===== config.mk =====
export PLATFORM = sky130hd
export DESIGN_NAME = async_serial_port
export DESIGN_NICKNAME = d
export VERILOG_FILES = /design/src/hw/serial_port_pkg.sv /design/src/hw/async_serial_port.sv
export SDC_FILE = /design/constraint.sdc
export NUM_CORES = 1
export LEC_CHECK = 0
export ABC_AREA = 1
export BUFFER_PORTS_ARGS = -buffer_cell sky130_fd_sc_hd__buf_2
export CORE_MARGIN = 2
export CORE_UTILIZATION = 40
export DETAILED_ROUTE_END_ITERATION = 10
export GPL_TIMING_DRIVEN = 0
export SKIP_LAST_GASP = 1
export SLEW_MARGIN = 0
export SYNTH_ARGS = -nofsm -noshare
export SYNTH_HDL_FRONTEND = slang
export SYNTH_SLANG_ARGS = --single-unit

===== constraint.sdc =====
create_clock -name clock -period 2.45 [get_ports clock]
set_clock_uncertainty 0.15 [all_clocks]
set_input_delay 0.245 -clock clock [delete_from_list [all_inputs] [get_ports clock]]
set_output_delay 0.245 -clock clock [all_outputs]
set_load 0.1 [all_outputs]

===== src/hw/serial_port_pkg.sv =====
// Constants, register map and types for the asynchronous serial port
package serial_port_pkg;
    // Word offsets (byte addresses) on the register bus
    localparam logic [5:0] ADDR_INTCTL = 6'h00;
    localparam logic [5:0] ADDR_FLAGS  = 6'h04;
    localparam logic [5:0] ADDR_ENABLE = 6'h08;
    localparam logic [5:0] ADDR_PRIO   = 6'h0C;
    localparam logic [5:0] ADDR_RXSTAT = 6'h10;
    localparam logic [5:0] ADDR_TXBUF  = 6'h14;
    localparam logic [5:0] ADDR_TXSTAT = 6'h18;
    localparam logic [5:0] ADDR_BAUD   = 6'h1C;
    localparam logic [5:0] ADDR_RXBUF  = 6'h20;
    // Bit positions
    localparam int GIE_BIT    = 7;
    localparam int PERIPHERAL_IRQ_ENABLE_BIT   = 6;
    localparam int RXIRQ_BIT  = 5;
    localparam int TXIRQ_BIT  = 4;
    localparam int PEN_BIT    = 7;
    localparam int RX9_BIT    = 6;
    localparam int CONTINUOUS_RECEIVE_ENABLE_BIT   = 4;
    localparam int FRAMING_ERROR_BIT   = 2;
    localparam int OVERRUN_ERROR_BIT   = 1;
    localparam int RECEIVED_NINTH_BIT_BIT   = 0;
    localparam int TX9_BIT    = 6;
    localparam int TRANSMIT_ENABLE_BIT   = 5;
    localparam int SYNC_BIT   = 4;
    localparam int HIGH_BAUD_SELECT_BIT   = 2;
    localparam int SHIFTER_EMPTY_STATUS_BIT   = 1;
    localparam int TRANSMIT_NINTH_BIT_BIT   = 0;
    // Reset values
    localparam logic [7:0] RST_ZERO   = 8'h00;
    localparam logic [7:0] RST_TXSTAT = 8'h02;
    // Oversampling ratios
    localparam int OVS_HIGH = 16;
    localparam int OVS_LOW  = 64;
    localparam logic [3:0] RX_MID = 4'h7;
    localparam logic [1:0] SETTLE_CYC = 2'h2;
    // Line state
    typedef struct packed {
        logic tx;
        logic irq;
    } line_out_t;
    typedef enum logic [4:0] {
        TX_IDLE  = 5'b00001,
        TX_START = 5'b00010,
        TX_DATA  = 5'b00100,
        TX_STOP  = 5'b01000,
        TX_LOAD  = 5'b10000
    } tx_state_t;
    typedef enum logic [3:0] {
        RX_IDLE  = 4'b0001,
        RX_START = 4'b0010,
        RX_DATA  = 4'b0100,
        RX_STOP  = 4'b1000
    } rx_state_t;
endpackage : serial_port_pkg


===== src/hw/async_serial_port.sv =====
// Asynchronous serial transmitter and receiver with Wishbone registers
`timescale 1ns/100ps
module async_serial_port (
    input  wire logic                      clock,
    input  wire logic                      rst,
    input  wire logic                      wb_cyc_i,
    input  wire logic                      wb_stb_i,
    input  wire logic                      wb_we_i,
    input  wire logic [31:0]               wb_adr_i,
    input  wire logic [31:0]               wb_dat_i,
    input  wire logic [3:0]                wb_sel_i,
    output logic      [31:0]               wb_dat_o,
    output logic                           wb_ack_o,
    output logic                           wb_err_o,
    input  wire logic                      receive_pin,
    output serial_port_pkg::line_out_t     line_o
);
    import serial_port_pkg::*;

    logic [7:0] intctl_r, enable_r, prio_r, baud_divisor_r;
    logic [7:0] transmit_buffer_r, receive_buffer_r;
    logic       port_enable_r, nine_bit_receive_r, continuous_receive_enable_r;
    logic       framing_error_r, overrun_error_r, received_ninth_bit_r;
    logic       nine_bit_transmit_r, transmit_enable_r, sync_select_r;
    logic       high_baud_select_r, transmit_ninth_bit_r;
    logic       txbuf_full_r, tx_flag_r, rx_flag_r;
    logic [1:0] tx_settle_r;
    logic       ack_r, err_r;
    logic [31:0] rdata_r;
    logic       wr_en, rd_en, hit;
    logic       async_on;

    // Bus strobes, low byte lane carries all registers
    assign wr_en = wb_cyc_i & wb_stb_i & ~ack_r & wb_we_i & wb_sel_i[0];
    assign rd_en = wb_cyc_i & wb_stb_i & ~ack_r & ~wb_we_i;
    assign async_on = port_enable_r & ~sync_select_r;

    // Address decode for mapped offsets
    always_comb begin
        if (wb_adr_i[31:6] != '0) begin
            hit = 1'b0;
        end else if (wb_adr_i[1:0] != 2'b00) begin
            hit = 1'b0;
        end else if (wb_adr_i[5:0] <= ADDR_RXBUF) begin
            hit = 1'b1;
        end else begin
            hit = 1'b0;
        end
    end

    // Shared baud generator: tick at 16x bit rate in high-speed mode, 64x in low-speed mode
    logic [7:0] brg_cnt_r;
    logic [1:0] pre_cnt_r;
    logic       brg_tick, os_tick;
    assign brg_tick = (brg_cnt_r == 8'h00);
    always_ff @(posedge clock) begin
        if (rst || !async_on) begin
            brg_cnt_r <= baud_divisor_r;
        end else if (brg_tick) begin
            brg_cnt_r <= baud_divisor_r;
        end else begin
            brg_cnt_r <= brg_cnt_r - 8'h01;
        end
    end
    // Low-speed mode divides by four more to reach 64x
    always_ff @(posedge clock) begin
        if (rst || !async_on) begin
            pre_cnt_r <= 2'h0;
        end else if (brg_tick) begin
            pre_cnt_r <= pre_cnt_r + 2'h1;
        end
    end
    assign os_tick = brg_tick &
        (high_baud_select_r || pre_cnt_r == 2'h3);

    // Transmitter
    tx_state_t  tx_state_r;
    logic [8:0] tx_shift_r;
    logic [3:0] tx_os_r, tx_bit_r;
    logic       tx_line_r, tx_load;
    assign tx_load = (tx_state_r == TX_LOAD);
    always_ff @(posedge clock) begin
        if (rst || !async_on || !transmit_enable_r) begin
            tx_state_r <= TX_IDLE;
            tx_line_r  <= 1'b1;
            tx_shift_r <= '0;
            tx_os_r    <= 4'h0;
            tx_bit_r   <= 4'h0;
        end else begin
            case (tx_state_r)
                TX_IDLE: begin
                    tx_line_r <= 1'b1;
                    if (txbuf_full_r) begin
                        tx_state_r <= TX_LOAD;
                    end
                end
                TX_LOAD: begin
                    // One cycle move from buffer to shifter
                    tx_shift_r <= {transmit_ninth_bit_r, transmit_buffer_r};
                    tx_line_r  <= 1'b0;   // Start bit spans full 16 ticks
                    tx_os_r    <= 4'h0;
                    tx_state_r <= TX_START;
                end
                TX_START: begin
                    tx_line_r <= 1'b0;
                    if (os_tick) begin
                        tx_os_r <= tx_os_r + 4'h1;
                        if (tx_os_r == 4'hF) begin
                            tx_state_r <= TX_DATA;
                            tx_bit_r   <= 4'h0;
                            tx_line_r  <= tx_shift_r[0];
                        end
                    end
                end
                TX_DATA: begin
                    tx_line_r <= tx_shift_r[0];
                    if (os_tick) begin
                        tx_os_r <= tx_os_r + 4'h1;
                        if (tx_os_r == 4'hF) begin
                            // LSb first
                            tx_shift_r <= {1'b0, tx_shift_r[8:1]};
                            tx_bit_r   <= tx_bit_r + 4'h1;
                            if (tx_bit_r == (nine_bit_transmit_r ?
                                             4'h8 : 4'h7)) begin
                                tx_state_r <= TX_STOP;
                            end
                        end
                    end
                end
                TX_STOP: begin
                    tx_line_r <= 1'b1;
                    if (os_tick) begin
                        tx_os_r <= tx_os_r + 4'h1;
                        if (tx_os_r == 4'hF) begin
                            // Reload at once if a word waits
                            tx_state_r <= txbuf_full_r ? TX_LOAD : TX_IDLE;
                        end
                    end
                end
                default: tx_state_r <= TX_IDLE;
            endcase
        end
    end

    // Transmit buffer occupancy; a disabled transmitter holds no word
    logic txbuf_wr;
    assign txbuf_wr = wr_en && wb_adr_i[5:0] == ADDR_TXBUF;
    always_ff @(posedge clock) begin
        if (rst || !transmit_enable_r) begin
            txbuf_full_r <= 1'b0;
        end else if (txbuf_wr) begin
            txbuf_full_r <= 1'b1;
        end else if (tx_load) begin
            txbuf_full_r <= 1'b0;
        end
    end
    // Flag shows the emptiness after a two-cycle settle
    always_ff @(posedge clock) begin
        if (rst) begin
            tx_settle_r <= 2'h0;
            tx_flag_r   <= 1'b0;
        end else begin
            if (txbuf_wr) begin
                tx_settle_r <= SETTLE_CYC;
            end else if (tx_settle_r != 2'h0) begin
                tx_settle_r <= tx_settle_r - 2'h1;
            end
            if (txbuf_wr || tx_settle_r > 2'h1) begin
                tx_flag_r <= tx_flag_r;
            end else if (tx_settle_r == 2'h1) begin
                tx_flag_r <= ~txbuf_full_r;
            end else if (tx_load) begin
                tx_flag_r <= 1'b1;
            end else if (transmit_enable_r) begin
                tx_flag_r <= ~txbuf_full_r;
            end
        end
    end

    // Receiver input synchroniser
    logic rx_meta_r, rx_sync_r;
    always_ff @(posedge clock) begin
        if (rst) begin
            rx_meta_r <= 1'b1;
            rx_sync_r <= 1'b1;
        end else begin
            rx_meta_r <= receive_pin;
            rx_sync_r <= rx_meta_r;
        end
    end

    // Receiver sampling at 16x bit rate
    rx_state_t  rx_state_r;
    logic [8:0] rx_shift_r;
    logic [3:0] rx_os_r, rx_bit_r;
    logic       rx_done, rx_stop_ok;
    logic       rx_run;
    assign rx_run = async_on & continuous_receive_enable_r & ~overrun_error_r;
    always_ff @(posedge clock) begin
        if (rst || !rx_run) begin
            rx_state_r <= RX_IDLE;
            rx_shift_r <= '0;
            rx_os_r    <= 4'h0;
            rx_bit_r   <= 4'h0;
            rx_done    <= 1'b0;
            rx_stop_ok <= 1'b0;
        end else begin
            rx_done <= 1'b0;
            case (rx_state_r)
                RX_IDLE: begin
                    rx_os_r <= 4'h0;
                    if (!rx_sync_r) begin
                        rx_state_r <= RX_START;
                    end
                end
                RX_START: begin
                    if (os_tick) begin
                        rx_os_r <= rx_os_r + 4'h1;
                        if (rx_os_r == RX_MID) begin
                            // Glitch rejection on the start bit
                            if (rx_sync_r) begin
                                rx_state_r <= RX_IDLE;
                            end else begin
                                rx_os_r    <= 4'h0;
                                rx_bit_r   <= 4'h0;
                                rx_state_r <= RX_DATA;
                            end
                        end
                    end
                end
                RX_DATA: begin
                    if (os_tick) begin
                        rx_os_r <= rx_os_r + 4'h1;
                        if (rx_os_r == 4'hF) begin
                            // LSb first into the top
                            if (nine_bit_receive_r) begin
                                rx_shift_r <= {rx_sync_r, rx_shift_r[8:1]};
                            end else begin
                                rx_shift_r <= {1'b0, rx_sync_r,
                                               rx_shift_r[7:1]};
                            end
                            rx_bit_r <= rx_bit_r + 4'h1;
                            if (rx_bit_r == (nine_bit_receive_r ?
                                             4'h8 : 4'h7)) begin
                                rx_state_r <= RX_STOP;
                            end
                        end
                    end
                end
                RX_STOP: begin
                    if (os_tick) begin
                        rx_os_r <= rx_os_r + 4'h1;
                        if (rx_os_r == 4'hF) begin
                            rx_stop_ok <= rx_sync_r;
                            rx_done    <= 1'b1;
                            rx_state_r <= RX_IDLE;
                        end
                    end
                end
                default: rx_state_r <= RX_IDLE;
            endcase
        end
    end

    // Receive buffer, done flag and errors; no parity check
    logic rxbuf_rd;
    assign rxbuf_rd = rd_en && wb_adr_i[5:0] == ADDR_RXBUF;
    always_ff @(posedge clock) begin
        if (rst) begin
            receive_buffer_r     <= RST_ZERO;
            received_ninth_bit_r <= 1'b0;
            rx_flag_r            <= 1'b0;
            framing_error_r      <= 1'b0;
            overrun_error_r      <= 1'b0;
        end else if (rx_done && rx_flag_r && !rxbuf_rd) begin
            overrun_error_r <= 1'b1;
        end else if (rx_done) begin
            // A completion beats a simultaneous read
            receive_buffer_r     <= rx_shift_r[7:0];
            received_ninth_bit_r <= rx_shift_r[8];
            framing_error_r      <= ~rx_stop_ok;
            rx_flag_r            <= 1'b1;
        end else begin
            if (rxbuf_rd) begin
                rx_flag_r <= 1'b0;
            end
            if (!continuous_receive_enable_r) begin
                framing_error_r <= 1'b0;
                overrun_error_r <= 1'b0;
            end
        end
    end

    // Software-written control registers
    always_ff @(posedge clock) begin
        if (rst) begin
            intctl_r            <= RST_ZERO;
            enable_r            <= RST_ZERO;
            prio_r              <= RST_ZERO;
            baud_divisor_r      <= RST_ZERO;
            transmit_buffer_r   <= RST_ZERO;
            port_enable_r       <= 1'b0;
            nine_bit_receive_r  <= 1'b0;
            continuous_receive_enable_r              <= 1'b0;
            nine_bit_transmit_r <= 1'b0;
            transmit_enable_r   <= 1'b0;
            sync_select_r       <= 1'b0;
            high_baud_select_r  <= 1'b0;
            transmit_ninth_bit_r <= 1'b0;
        end else if (wr_en) begin
            if (wb_adr_i[5:0] == ADDR_INTCTL) begin
                intctl_r <= wb_dat_i[7:0] & 8'hC0;
            end else if (wb_adr_i[5:0] == ADDR_ENABLE) begin
                enable_r <= wb_dat_i[7:0] & 8'h30;
            end else if (wb_adr_i[5:0] == ADDR_PRIO) begin
                prio_r <= wb_dat_i[7:0] & 8'h30;
            end else if (wb_adr_i[5:0] == ADDR_RXSTAT) begin
                port_enable_r      <= wb_dat_i[PEN_BIT];
                nine_bit_receive_r <= wb_dat_i[RX9_BIT];
                continuous_receive_enable_r             <= wb_dat_i[CONTINUOUS_RECEIVE_ENABLE_BIT];
            end else if (wb_adr_i[5:0] == ADDR_TXBUF) begin
                transmit_buffer_r <= wb_dat_i[7:0];
            end else if (wb_adr_i[5:0] == ADDR_TXSTAT) begin
                nine_bit_transmit_r  <= wb_dat_i[TX9_BIT];
                transmit_enable_r    <= wb_dat_i[TRANSMIT_ENABLE_BIT];
                sync_select_r        <= wb_dat_i[SYNC_BIT];
                high_baud_select_r   <= wb_dat_i[HIGH_BAUD_SELECT_BIT];
                transmit_ninth_bit_r <= wb_dat_i[TRANSMIT_NINTH_BIT_BIT];
            end else if (wb_adr_i[5:0] == ADDR_BAUD) begin
                baud_divisor_r <= wb_dat_i[7:0];
            end
        end
    end

    // Read mux; unimplemented bits read zero
    logic [7:0] rmux;
    logic       shifter_empty_status;
    assign shifter_empty_status = (tx_state_r == TX_IDLE);
    always_comb begin
        rmux = 8'h00;
        if (wb_adr_i[5:0] == ADDR_INTCTL) begin
            rmux = intctl_r;
        end else if (wb_adr_i[5:0] == ADDR_FLAGS) begin
            rmux[RXIRQ_BIT] = rx_flag_r;
            rmux[TXIRQ_BIT] = tx_flag_r;
        end else if (wb_adr_i[5:0] == ADDR_ENABLE) begin
            rmux = enable_r;
        end else if (wb_adr_i[5:0] == ADDR_PRIO) begin
            rmux = prio_r;
        end else if (wb_adr_i[5:0] == ADDR_RXSTAT) begin
            rmux[PEN_BIT]  = port_enable_r;
            rmux[RX9_BIT]  = nine_bit_receive_r;
            rmux[CONTINUOUS_RECEIVE_ENABLE_BIT] = continuous_receive_enable_r;
            rmux[FRAMING_ERROR_BIT] = framing_error_r;
            rmux[OVERRUN_ERROR_BIT] = overrun_error_r;
            rmux[RECEIVED_NINTH_BIT_BIT] = received_ninth_bit_r;
        end else if (wb_adr_i[5:0] == ADDR_TXBUF) begin
            rmux = transmit_buffer_r;
        end else if (wb_adr_i[5:0] == ADDR_TXSTAT) begin
            rmux[TX9_BIT]  = nine_bit_transmit_r;
            rmux[TRANSMIT_ENABLE_BIT] = transmit_enable_r;
            rmux[SYNC_BIT] = sync_select_r;
            rmux[HIGH_BAUD_SELECT_BIT] = high_baud_select_r;
            rmux[SHIFTER_EMPTY_STATUS_BIT] = shifter_empty_status;
            rmux[TRANSMIT_NINTH_BIT_BIT] = transmit_ninth_bit_r;
        end else if (wb_adr_i[5:0] == ADDR_BAUD) begin
            rmux = baud_divisor_r;
        end else if (wb_adr_i[5:0] == ADDR_RXBUF) begin
            rmux = receive_buffer_r;
        end
    end

    // Bus answer one cycle after the request; unmapped gets err
    always_ff @(posedge clock) begin
        if (rst) begin
            ack_r   <= 1'b0;
            err_r   <= 1'b0;
            rdata_r <= '0;
        end else begin
            ack_r   <= wb_cyc_i & wb_stb_i & ~ack_r & ~err_r & hit;
            err_r   <= wb_cyc_i & wb_stb_i & ~ack_r & ~err_r & ~hit;
            rdata_r <= {24'h000000, rmux};
        end
    end
    assign wb_ack_o = ack_r;
    assign wb_err_o = err_r;
    assign wb_dat_o = rdata_r;

    // Line outputs; interrupt needs both global enables
    always_ff @(posedge clock) begin
        if (rst) begin
            line_o <= '{tx: 1'b1, irq: 1'b0};
        end else begin
            line_o.tx  <= tx_line_r;
            line_o.irq <= intctl_r[GIE_BIT] & intctl_r[PERIPHERAL_IRQ_ENABLE_BIT] &
                ((tx_flag_r & enable_r[TXIRQ_BIT]) |
                 (rx_flag_r & enable_r[RXIRQ_BIT]));
        end
    end
endmodule : async_serial_port


# Word-level counts from Yosys, hierarchy flattened
# Cells that the tools add are included.
[totals] register_bits=140 output_inout_bits=36
[op_classes] n_addsub=7 order_cmp=2 eq_ne=46 mux=84 n_bitwise=35 reduce_logical=55
[ops] cell="4-bit 2-to-1 mux" n=25
[ops] cell="8-bit 2-to-1 mux" n=8
[ops] cell="5-bit 2-to-1 mux" n=9
[ops] cell="2-bit inequality test (second input constant)" n=17
[ops] cell="9-bit 2-to-1 mux" n=3
[ops] cell="26-bit nonzero test" n=1
[ops] cell="5-bit one-hot mux with 5 select lines" n=1
[ops] cell="6-bit by 5-bit == test with 1-bit output (second input constant)" n=4
[ops] cell="4-bit one-hot mux with 2 select lines" n=3
[ops] cell="8-bit AND reduction" n=3
[ops] cell="1-bit 2-to-1 mux" n=22
[ops] cell="1-bit inverter" n=18
[ops] cell="9-bit one-hot mux with 2 select lines" n=1
[ops] cell="2-bit nonzero test" n=9
[ops] cell="4-bit by 1-bit adder with 4-bit output (second input constant)" n=4
[ops] cell="1-bit bitwise AND" n=16
[ops] cell="4-bit one-hot mux with 4 select lines" n=1
[ops] cell="3-bit AND reduction" n=5
[ops] cell="2-bit AND reduction" n=7
[ops] cell="4-bit == test (second input constant)" n=3
[ops] cell="6-bit by 4-bit == test with 1-bit output (second input constant)" n=2
[ops] cell="3-bit 2-to-1 mux" n=4
[ops] cell="4-bit one-hot mux with 3 select lines" n=1
[ops] cell="6-bit AND reduction" n=2
[ops] cell="34 further kinds" n=60

# Depth between registers and ports, before layout
# Gate-level depths: netlist of run 1.
[logic_depth] word_depth=10 ltp_mapped=11 depth_no_buf=11

# Worst setup path after synthesis of run 1
# No wires, ideal clock.
[synth_path] path_kind="register to register" from="reg ack_r (netlist: wb_ack_o)" to="reg high_baud_select_r" setup_ns=0.131 t_arrival_ns=1.728 path_slack_ns=0.441 stages_incl_launch_ff=9 synth_period_minus_slack_ns=2.009 path_cell_list="dfxtp_1 nor2_1 nand3_1 nor2_1 inv_1 nor2_1 inv_1 nand2_1 a21oi_1"
[synth_between] elab_chain_cells=5
[synth_lines] element="from (decl)" line="async_serial_port.sv:28" source="logic ack_r, err_r;"
[synth_lines] element="from (signal assigned)" line="async_serial_port.sv:380" source="ack_r <= wb_cyc_i & wb_stb_i & ~ack_r & ~err_r & hit;"
[synth_lines] element="1-bit inverter" line="async_serial_port.sv:34" source="assign wr_en = wb_cyc_i & wb_stb_i & ~ack_r & wb_we_i & wb_sel_i[0];"
[synth_lines] element="1-bit bitwise AND (3 in series)" line="async_serial_port.sv:34"
[synth_lines] element="7-bit AND reduction (no line)"
[synth_lines] element="to (signal assigned)" line="async_serial_port.sv:327" source="high_baud_select_r <= wb_dat_i[HIGH_BAUD_SELECT_BIT];"
[synth_lines] element="to (decl)" line="async_serial_port.sv:25" source="logic high_baud_select_r, transmit_ninth_bit_r;"
# No other way between the ends.
# A chain may end at the register's enable or synchronous reset.

# Final worst setup path of run 1
[layout_path] from="in wb_adr_i[18]" to="reg ack_r (netlist: wb_ack_o)"
[layout_between] elab_chain_cells=3
[layout_lines] element="from (decl)" line="async_serial_port.sv:9" source="input wire logic [31:0] wb_adr_i,"
[layout_lines] element="26-bit nonzero test" line="async_serial_port.sv:40" source="if (wb_adr_i[31:6] != '0) begin"
[layout_lines] element="1-bit 2-to-1 mux" line="async_serial_port.sv:40"
[layout_lines] element="1-bit bitwise AND" line="async_serial_port.sv:380"
# No other way between the ends.

==> flow_summary_export.csv, run 1 <==
group,metric,value,unit
placement,gp_congestion,0.910,
yosys,synth.distinct_cells,35,
power_and_ir_drop,power_leakage,3.03,nW
power_and_ir_drop,powerDensity,671,mW/mm2
setup_path,worstSetupPathType,"in2reg",
setup_path,required,2640,ps
grt,grt-ovfl-total,0,
hold_path,min_path_cells,5,
placement,placed_cells,1083,
timing,fin_crit,2340,ps
clocking,cts_tree,"yes",
yosys,yosysWarningCount,0,
grt,track_usage,20.6,%
setup_path,r2r_end,"rx_shift_r[2]$_SDFFE_PP0P_",
finish,area_growth,23.4,%
clocking,path_clk_slew,60,ps
yosys,synth_area,0.00564,mm2
hold_path,hold_path.class,"in2reg",
routing,wl_per_cell,12.9,um
finish,nFillCells,1409,
clocking,cts_setup_buffers,0,
power_and_ir_drop,p_total,4.67,mW
timing,tns,0,ps
die,fp-row-count,43,
die,core,0.0138,mm2
timing,hold-worst-slack,13.7,ps
finish,drive_gt1_share,15.3,%
hold_path,hold_path_end,"wb_err_o$_SDFF_PP0_",
die,die_area,0.0151,mm2
clocking,h-tree-depth,4,
routing,routed_wl,14600,um
die,fp.dieW,123,um
timing,setup_violations,0,
grt,grt_pass1_wl,24000,um
yosys,synthArstFlopShare,0,%
setup_path,end_kind,"flop",
hold_path,worstHoldStart,"wb_adr_i[23]",
timing,fin_crit_sh,95.4,%
yosys,synth_seq_cells,116,
die,start_util,40.8,%
routing,drtIter0Drc,320,
clocking,root_buffer,"clkbuf_16",
setup_path,start_kind,"input port",
routing,ant_nets,0,
yosys,synth_edf_count,0,
setup_path,crit_start,"wb_adr_i[18]",
outcome,status,"completed",
setup_path,path_max_fanout,2,
finish,stdcell_count,1128,
power_and_ir_drop,vdd_drop_max,525,uV
grt,grt_start_max_net_pins,17,
yosys,yosysSeqAreaShare,41.2,%
flow_run,cap_violations,0,
timing,max_slew_margin,58.2,%
setup_path,crit_arrival,2530,ps
yosys,syn-instance-count,823,
finish,multi_input_area,0.00284,mm2
timing,rsz0062_at_grt,"no",
grt,antenna_found_initial,0,
finish,post-route-util,50.4,%
timing,fmax,428,MHz
clocking,cts_max_path_buffers,2,
placement,hpwlAfterDp,10800,um
routing,vias,5406,
die,ios,110,
setup_path,ff2ff_path_depth,9,
timing,worst_slew_pin_slew,622,ps
clocking,cts_buffers,17,
setup_path,r2r_slack,350,ps
grt,grt_pass1_vias,4945,
finish,antenna_cells,0,
finish,nets,1015,
placement,io_buffers,57,
timing,hold_viol_final,0,
yosys,syn-mean-instance-area,6.86,um2
die,die_h,123,um
setup_path,r2r_start,"brg_cnt_r[0]$_DFF_P_",
finish,seq_area,0.00232,mm2
routing,via_per_inst,4.79,
yosys,ys.flop_type,"dfxtp_1",
timing,drv_slew,0,
clocking,clk_latency,420,ps
routing,drtPass1Iterations,4,
routing,drc,0,
clocking,cts_num_sinks,116,
worst max-delay path by stage:
stage                                      end  slack [ps]  cells after the start
6_report                   wb_ack_o$_SDFF_PP0_         110                      7
5_1_grt                    wb_ack_o$_SDFF_PP0_         0.9                      7
4_1_cts                    wb_ack_o$_SDFF_PP0_         190                      7
3_5_place_dp        rx_shift_r[2]$_SDFFE_PP0P_         340                      9
3_3_place_gp        rx_shift_r[7]$_SDFFE_PP0P_         350                      9
2_1_floorplan  high_baud_select_r$_SDFFE_PP0P_         440                      8
stage by stage:
step           setup slack, ps  area [um2]
6_report                   114        6960
5_1_grt                  0.892        6960
4_1_cts                    192        6960
3_5_place_dp               339        6240
3_3_place_gp               347        6240
2_1_floorplan              441        5730
Yosys cell counts, types with 6 or more instances:
master	n	share of area, %
nand4_1	17	1.9
nand2_1	176	12
o21ai_0	63	5.6
clkbuf_1	7	0.47
nor3_1	6	0.53
nor2_1	144	9.6
ha_1	6	1.3
nor4_1	6	0.67
a21oi_1	56	5.0
dfxtp_1	116	41
inv_1	82	5.5
nand3_1	61	5.4
buf_4	25	3.3
critical path, cell delays in order:
cell and delay, ps:
dlygate4sd3_1 540, buf_2 130, nor4_2 160, dlygate4sd3_1 590, nand4_1 120, dlygate4sd3_1 600, nor3_1 140
registers in the layout, indices dropped and copies added (netlist names), 5 cells and up:
signal             cells
brg_cnt_r              8
transmit_buffer_r      8
baud_divisor_r         8
rx_shift_r             9
tx_shift_r             9
tx_state_r             5
receive_buffer_r       8
wb_dat_o               8
placed cells by master (no fill, tap or decap), types with 4 or more instances in the layout:
master / netlist / final
nand2_1: 176 / 176
nor3_4: 4 / 4
nand3_1: 61 / 61
xnor2_1: 5 / 5
nand4_1: 17 / 17
nor2_1: 144 / 144
nor3_1: 6 / 6
buf_4: 25 / 25
clkbuf_16: 0 / 17
nand2_2: 4 / 4
o21ai_1: 5 / 5
buf_2: 5 / 62
ha_1: 6 / 6
conb_1: 1 / 24
inv_1: 82 / 82
clkbuf_1: 7 / 7
o21ai_0: 63 / 63
dlygate4sd3_1: 0 / 13
a21oi_1: 56 / 56
clkinv_2: 0 / 5
nor2_4: 4 / 4
dfxtp_1: 116 / 116
xor2_1: 5 / 5
nor4_1: 6 / 5
per-layer routing:
| metal | GRT usage (%) | wire length [um] |
|---|---|---|
| met1 | 26.8 | 6890 |
| met2 | 32.7 | 6710 |
| met3 | 5.67 | 787 |
| met4 | 7.40 | 214 |
| met5 | 0 | 0 |
power breakdown:
| part | switching [mW] | internal [mW] |
|---|---|---|
| Sequential | 0.00236 | 1.89 |
| Clock | 0.903 | 1.54 |
| Combinational | 0.254 | 0.0836 |
repair_timing:
action | 4_1_cts | 5_1_grt
hold endpoints to repair | 13 | 0
resized for setup | 0 | 1
hold buffers | 13 | 0
endpoints found under the setup margin | 0 | 1
cells by family (layout without fill, tap and decap cells):
kind of cell	count (synthesis)	count (layout)	synth area share [%]
adders and majority gates	6	6	1.33
xor gates and xnor gates	10	10	1.55
buffers and inverters	125	227	10.1
other	1	24	0.0665
AOI/OAI and AO/OA	131	131	11.9
and+or+nand+nor	434	434	33.9
DFF	116	116	41.2
area by class of cell:
cell class	count	area share, %
multi-input combinational	605	40.8
sequential	116	33.4
clock buffer	19	6.50
timing repair buffer	70	5.97
inverter	87	4.69
buffer	38	3.49
tap	180	3.23
clock inverter	13	1.92
Power figures use the tool's default switching activity.
==> inputs of run 2 (changes only) <==
--- a/config.mk
+++ b/config.mk
@@ -11,6 +11,7 @@
 export CORE_UTILIZATION = 40
 export DETAILED_ROUTE_END_ITERATION = 10
 export GPL_TIMING_DRIVEN = 0
+export SETUP_SLACK_MARGIN = 0.4
 export SKIP_LAST_GASP = 1
 export SLEW_MARGIN = 0
 export SYNTH_ARGS = -nofsm -noshare
==> run 2 against run 1 <==
Worst hold slack gained 12 ps; design area grew 1.5%; sequential power is essentially flat; largest cell class unchanged; largest power group unchanged.
==> flow_summary_export.csv, run 2 (synthesis results as in run 1) <==
group,metric,value,unit
outcome,status,"completed",
timing,fin_ws,510,ps
finish,post-route-util,51.1,%
grt,groute.layer.met2.usage,33.7,%
finish,antenna_cells,0,
routing,ant_nets,0,
routing,via_per_inst,4.79,
grt,grtUsageMet3,5.67,%
setup_path,worstSetupPathType,"reg2reg",
finish,final_cell_mix,"nand2_1, nor2_1, dfxtp_1, inv_1, o21ai_0",
setup_path,ff2ff_path_depth,10,
die,die_area,0.0151,mm2
routing,routed_wl,14800,um
clocking,clk_latency,420,ps
routing,drtPass1Iterations,5,
grt,grt-ovfl-total,0,
routing,drtIter0Drc,361,
timing,tns,0,ps
setup_path,required,2610,ps
setup_path,crit_arrival,2100,ps
timing,fin_crit_sh,79.2,%
clocking,h-tree-depth,4,
die,fp.dieW,123,um
grt,grt_start_max_net_pins,17,
setup_path,cpMaxStageDelayCell,"dfxtp_1",
timing,hold_viol_final,0,
routing,drc,0,
finish,nFillCells,1403,
hold_path,hold_path_end,"wb_err_o$_SDFF_PP0_",
die,ios,110,
power_and_ir_drop,p_total,4.68,mW
hold_path,worstHoldStart,"wb_stb_i",
placement,pre_cts_ws,339,ps
clocking,cts_num_sinks,116,
setup_path,r2r_end,"rx_shift_r[7]$_SDFFE_PP0P_",
setup_path,crit_chain,"inv_2 > ha_4 > nand2_2 > nor2_4 > nand2_4 > nor3_4 > buf_4 > inv_2 > nor2_1 > nor2_1",
setup_path,r2r_slack,510,ps
placement,gp_congestion,0.910,
routing,vias,5453,
finish,nets,1026,
routing,wl_per_cell,13.0,um
finish,drive_gt1_share,16.2,%
die,fp-row-count,43,
finish,layout_commonest_cell,"nand2_1",
grt,grtUsageMet1,26.9,%
timing,drv_slew,0,
placement,io_buffers,57,
finish,stdcell_count,1139,
clocking,root_buffer,"clkbuf_16",
timing,fin_crit,1940,ps
timing,fmax,516,MHz
clocking,cts_buffers,17,
clocking,cts_max_path_buffers,2,
timing,setup_violations,0,
timing,max_slew_margin,56.2,%
placement,hpwlAfterDp,10800,um
die,start_util,40.8,%
clocking,path_clk_slew,60,ps
setup_path,end_kind,"flop",
setup_path,r2r_start,"brg_cnt_r[0]$_DFF_P_",
power_and_ir_drop,power_leakage,3.09,nW
setup_path,slowest_delay,320,ps
die,die_h,123,um
timing,worst_slew_pin_slew,652,ps
grt,grt-busiest-layer,"met2",
flow_run,cap_violations,0,
hold_path,min_path_cells,5,
finish,largest_registers,"rx_shift_r (9), tx_shift_r (9)",
setup_path,path_max_fanout,6,
setup_path,start_kind,"flop",
power_and_ir_drop,powerDensity,662,mW/mm2
grt,track_usage,20.9,%
grt,antenna_found_initial,0,
clocking,cts_tree,"yes",
hold_path,hold_path.class,"in2reg",
placement,placed_cells,1083,
finish,area_growth,25.3,%
grt,grt_pass1_wl,24300,um
die,core,0.0138,mm2
power_and_ir_drop,vdd_drop_max,558,uV
timing,rsz0062_at_grt,"yes",
grt,grt_pass1_vias,5023,
## run 2: cell types whose count changed in the layout (fill, tap and decap cells not counted), sizes merged
cell         change
buf              +6
dlygate4sd3      +4
clkinvlp         +1
## run 2: metal layers
metal / vias up / routed length (um)
met4: 0 / 248
met3: 23 / 733
met2: 116 / 6840
li1: 2873 / -
met5: - / 0
met1: 2441 / 7010
## run 2: stage by stage
step	cell area [um2]	hold WS, ps
final	7070	26.0
after global routing	7070	47.4
after CTS	7020	9.73
after detailed placement	6240	249
after global placement	6240	241
after floorplan	5730	199
## run 2: cell type report
class	instances	area, um2	share of cell area (%)
Buffer	38	243	3.43
Clock buffer	19	453	6.41
Clock inverter	13	134	1.89
Inverter	87	327	4.62
Multi-Input combinational cell	605	2860	40.4
Sequential cell	116	2320	32.8
Tap cell	180	225	3.19
Timing Repair Buffer	80	500	7.08
Timing Repair inverter	1	7.51	0.106
## run 2: how the worst max path moves through the flow
stage / from / to / slack, ps / depth (start not counted)
finish: brg_cnt_r[0]$_DFF_P_ / rx_shift_r[7]$_SDFFE_PP0P_ / 510 / 10
global route: brg_cnt_r[0]$_DFF_P_ / rx_shift_r[1]$_SDFFE_PP0P_ / 370 / 10
CTS: brg_cnt_r[0]$_DFF_P_ / rx_shift_r[2]$_SDFFE_PP0P_ / 430 / 9
detailed placement: brg_cnt_r[0]$_DFF_P_ / rx_shift_r[2]$_SDFFE_PP0P_ / 340 / 9
global placement: brg_cnt_r[0]$_DFF_P_ / rx_shift_r[7]$_SDFFE_PP0P_ / 350 / 9
floorplan: wb_ack_o$_SDFF_PP0_ / high_baud_select_r$_SDFFE_PP0P_ / 440 / 8
## run 2: timing repair
| action | 4_1_cts | 5_1_grt |
|---|---|---|
| hold endpoints to repair | 13 | 0 |
| pin swaps | 2 | 4 |
| setup buffers | 3 | 3 |
| hold buffers | 17 | 0 |
| endpoints found under the setup margin | 10 | 32 |
| gates cloned | 0 | 1 |
| gates resized for setup | 0 | 6 |
## run 2: worst max-delay path, delay by kind of cell, from the launching register on
| family | cells | cell delay [ps] |
|---|---|---|
| buf+inv | 3 | 300 |
| fa+ha+maj | 1 | 160 |
| flops | 1 | 320 |
| simple gates | 6 | 900 |
## run 2: report_power, final
part	total, mW	leakage [nW]	internal [mW]	switching, mW
clock	2.44	0.284	1.54	0.903
combinational	0.343	1.87	0.0884	0.255
sequential	1.89	0.935	1.89	0.00239
total	4.68	3.09	3.52	1.16
==> inputs of run 3 (changes only) <==
--- a/config.mk
+++ b/config.mk
@@ -5,7 +5,7 @@
 export SDC_FILE = /design/constraint.sdc
 export NUM_CORES = 1
 export LEC_CHECK = 0
-export ABC_AREA = 1
+export ABC_AREA = 0
 export BUFFER_PORTS_ARGS = -buffer_cell sky130_fd_sc_hd__buf_2
 export CORE_MARGIN = 2
 export CORE_UTILIZATION = 40
==> constraint.sdc (replaced) <==
create_clock -name clock -period 2 [get_ports clock]
set_clock_uncertainty 0.15 [all_clocks]
set_input_delay 0.2 -clock clock [delete_from_list [all_inputs] [get_ports clock]]
set_output_delay 0.2 -clock clock [all_outputs]
set_load 0.1 [all_outputs]
==> run 3 against run 2 <==
The run now ends with setup timing left; first-iteration DRC count grew 7.2%; sequential share of layout area shrank 4.7 points; combinational power grew 45%; global-route usage grew 3.4 points; critical path depth shrank 1; design area grew 17%; final cell count shrank 9.4%; area after synthesis grew 1.5%; wire length grew 19%; critical path type unchanged.
==> flow_summary_export.csv, run 3 <==
group,metric,value,unit
yosys,synth_area,0.00573,mm2
setup_path,path_buf_inv,3,
die,die_h,124,um
placement,io_buffers,58,
yosys,syn-mean-instance-area,8.49,um2
grt,antenna_found_initial,0,
setup_path,slowest_delay,420,ps
clocking,cts_num_sinks,116,
outcome,status,"finished, violations left",
clocking,clk_latency,420,ps
placement,placed_cells,935,
power_and_ir_drop,powerDensity,741,mW/mm2
timing,worst_slew_pin_slew,761,ps
setup_path,start_kind,"flop",
routing,drtIter0Drc,387,
finish,nets,919,
routing,wl_per_cell,17.1,um
yosys,yosysWarningCount,0,
clocking,path_clk_slew,50,ps
placement,pre_cts_ws,-395,ps
routing,via_per_inst,5.50,
yosys,yosysTopAreaCell,"dfxtp_1",
yosys,synthArstFlopShare,0,%
setup_path,cp_common_cell,"buf_6",
yosys,syn-instance-count,674,
yosys,synth.distinct_cells,73,
timing,fin_crit,2120,ps
setup_path,crit_chain,"inv_2 > ha_4 > nor3b_4 > buf_6 > buf_6 > o2111a_2 > o2111ai_4 > or4_1 > a21oi_1",
timing,fmax,471,MHz
finish,nFillCells,1187,
grt,track_usage,24.3,%
placement,hpwlAfterDp,11800,um
die,start_util,41.1,%
yosys,synth_most_common_cell,"dfxtp_1",
power_and_ir_drop,vdd_drop_max,664,uV
clocking,h-tree-depth,4,
finish,area_growth,44.6,%
yosys,ys.flop_type,"dfxtp_1",
die,fp.dieW,124,um
routing,routed_wl,17600,um
setup_path,end_kind,"flop",
clocking,cts_buffers,17,
grt,grt-busiest-layer,"met2",
finish,stdcell_count,1032,
die,die_area,0.0153,mm2
finish,drive_gt1_share,33.9,%
hold_path,hold_path.class,"in2reg",
power_and_ir_drop,power_leakage,3.18,nW
grt,grtUsageMet1,31.4,%
die,fp-row-count,43,
routing,drtPass1Iterations,5,
finish,antenna_cells,0,
yosys,netlist_top_cells_area,"dfxtp_1, mux2i_1, nor2_1, nand2_1, a21oi_1",
clocking,cts_tree,"yes",
flow_run,cap_violations,0,
timing,tns,-1940,ps
yosys,yosysSeqAreaShare,40.6,%
placement,gp_congestion,0.930,
timing,setup_violations,25,
finish,multi_input_area,0.00367,mm2
grt,groute.layer.met2.usage,39.5,%
yosys,synth.top_cell.area_share,40.6,%
yosys,synth_edf_count,0,
clocking,root_buffer,"clkbuf_16",
die,ios,110,
routing,ant_nets,0,
timing,fin_crit_sh,106,%
routing,drc,0,
finish,largest_registers,"rx_shift_r (9), tx_shift_r (9)",
setup_path,path_max_fanout,5,
setup_path,cpMaxStageDelayCell,"or4_1",
timing,max_slew_margin,49.3,%
finish,final_cell_mix,"dfxtp_1, nor2_1, nand2_1, buf_2, mux2i_1",
finish,layout_commonest_cell,"dfxtp_1",
timing,hold_viol_final,0,
die,core,0.0139,mm2
finish,seq_area,0.00233,mm2
setup_path,required,2200,ps
grt,grt-ovfl-total,0,
grt,grt_pass1_vias,5547,
power_and_ir_drop,p_total,6.13,mW
yosys,synth_seq_cells,116,
grt,grt_pass1_wl,28300,um
routing,vias,5675,
timing,drv_slew,0,
clocking,cts_max_path_buffers,2,
setup_path,crit_arrival,2320,ps
setup_path,r2r_slack,-120,ps
outcome,violations,"setup timing",
setup_path,worstSetupPathType,"reg2reg",
grt,grt_start_max_net_pins,17,
timing,fin_ws,-122,ps
setup_path,cp_top_family,"simple AND/OR/NAND/NOR gates",
yosys,synthTopCellsByCount,"dfxtp_1, nor2_1, nand2_1",
timing,rsz0062_at_grt,"yes",
grt,grtUsageMet3,5.72,%
==> run 3: area by class of cell <==
class	count	share of cell area, %
sequential	116	28.1
clock buffer	21	5.68
buffer	57	4.96
timing repair buffer	122	11.6
inverter	9	0.408
tap	180	2.72
multi-input combinational	516	44.4
clock inverter	11	2.12
==> run 3: metrics by stage <==
| step | util, % | hold slack (ps) | area, um2 |
|---|---|---|---|
| after CTS | 57.8 | 26.0 | 8050 |
| after global placement | 47.1 | 235 | 6560 |
| after detailed placement | 47.1 | 240 | 6560 |
| final | 59.4 | 51.8 | 8280 |
| after global routing | 59.4 | 63.9 | 8280 |
| after floorplan | - | 154 | 6050 |
==> run 3: repair_timing <==
item	CTS	global route
buffers inserted	32	8
hold buffers	21	0
hold endpoints to repair	27	0
gates cloned	4	0
gates resized for setup	81	49
endpoints found under the setup margin	98	109
pin swaps	33	24
==> run 3: logic make-up (layout without fill, tap and decap cells) <==
logic type	after synthesis	after routing	synth area share [%]
AND/OR/NAND/NOR	278	279	24.8
adder cells (fa/ha/maj)	6	6	1.31
AO/OA/AOI/OAI	147	147	16.8
multiplexers	49	49	8.61
buffers and inverters	66	220	6.21
flip-flops	116	116	40.6
other	1	24	0.0655
XOR/XNOR	11	11	1.68
==> run 3: metal layers <==
layer  share of wire (%)  up-vias
met5                   0        -
met3                 6.3       34
met2                  47      198
li1                    -     2723
met4                 2.1        0
met1                  45     2720
==> run 3: worst paths after layout <==
path | startpoint | to | cells past startpoint
max | brg_cnt_r[1]$_DFF_P_ | rx_state_r[2]$_SDFFE_PP0P_ | 9
min | wb_adr_i[14] | wb_ack_o$_SDFF_PP0_ | 6
max reg2reg | brg_cnt_r[1]$_DFF_P_ | rx_state_r[2]$_SDFFE_PP0P_ | 9
min reg2reg | rx_meta_r$_SDFF_PP1_ | rx_sync_r$_SDFF_PP1_ | 1
==> run 3: worst reg2reg max path: cells and delay by family (launching register included) <==
kind                       cells  cell delay [ps]
buffers and inverters          3              300
and+or+nand+nor                2              590
DFF                            1              320
adders and majority gates      1              130
AOI/OAI and AO/OA              3              560
==> run 3: report_power, final <==
group	switching (mW)	internal, mW
combinational	0.358	0.141
sequential	0.00318	2.31
clock	1.13	2.19
total	1.49	4.64
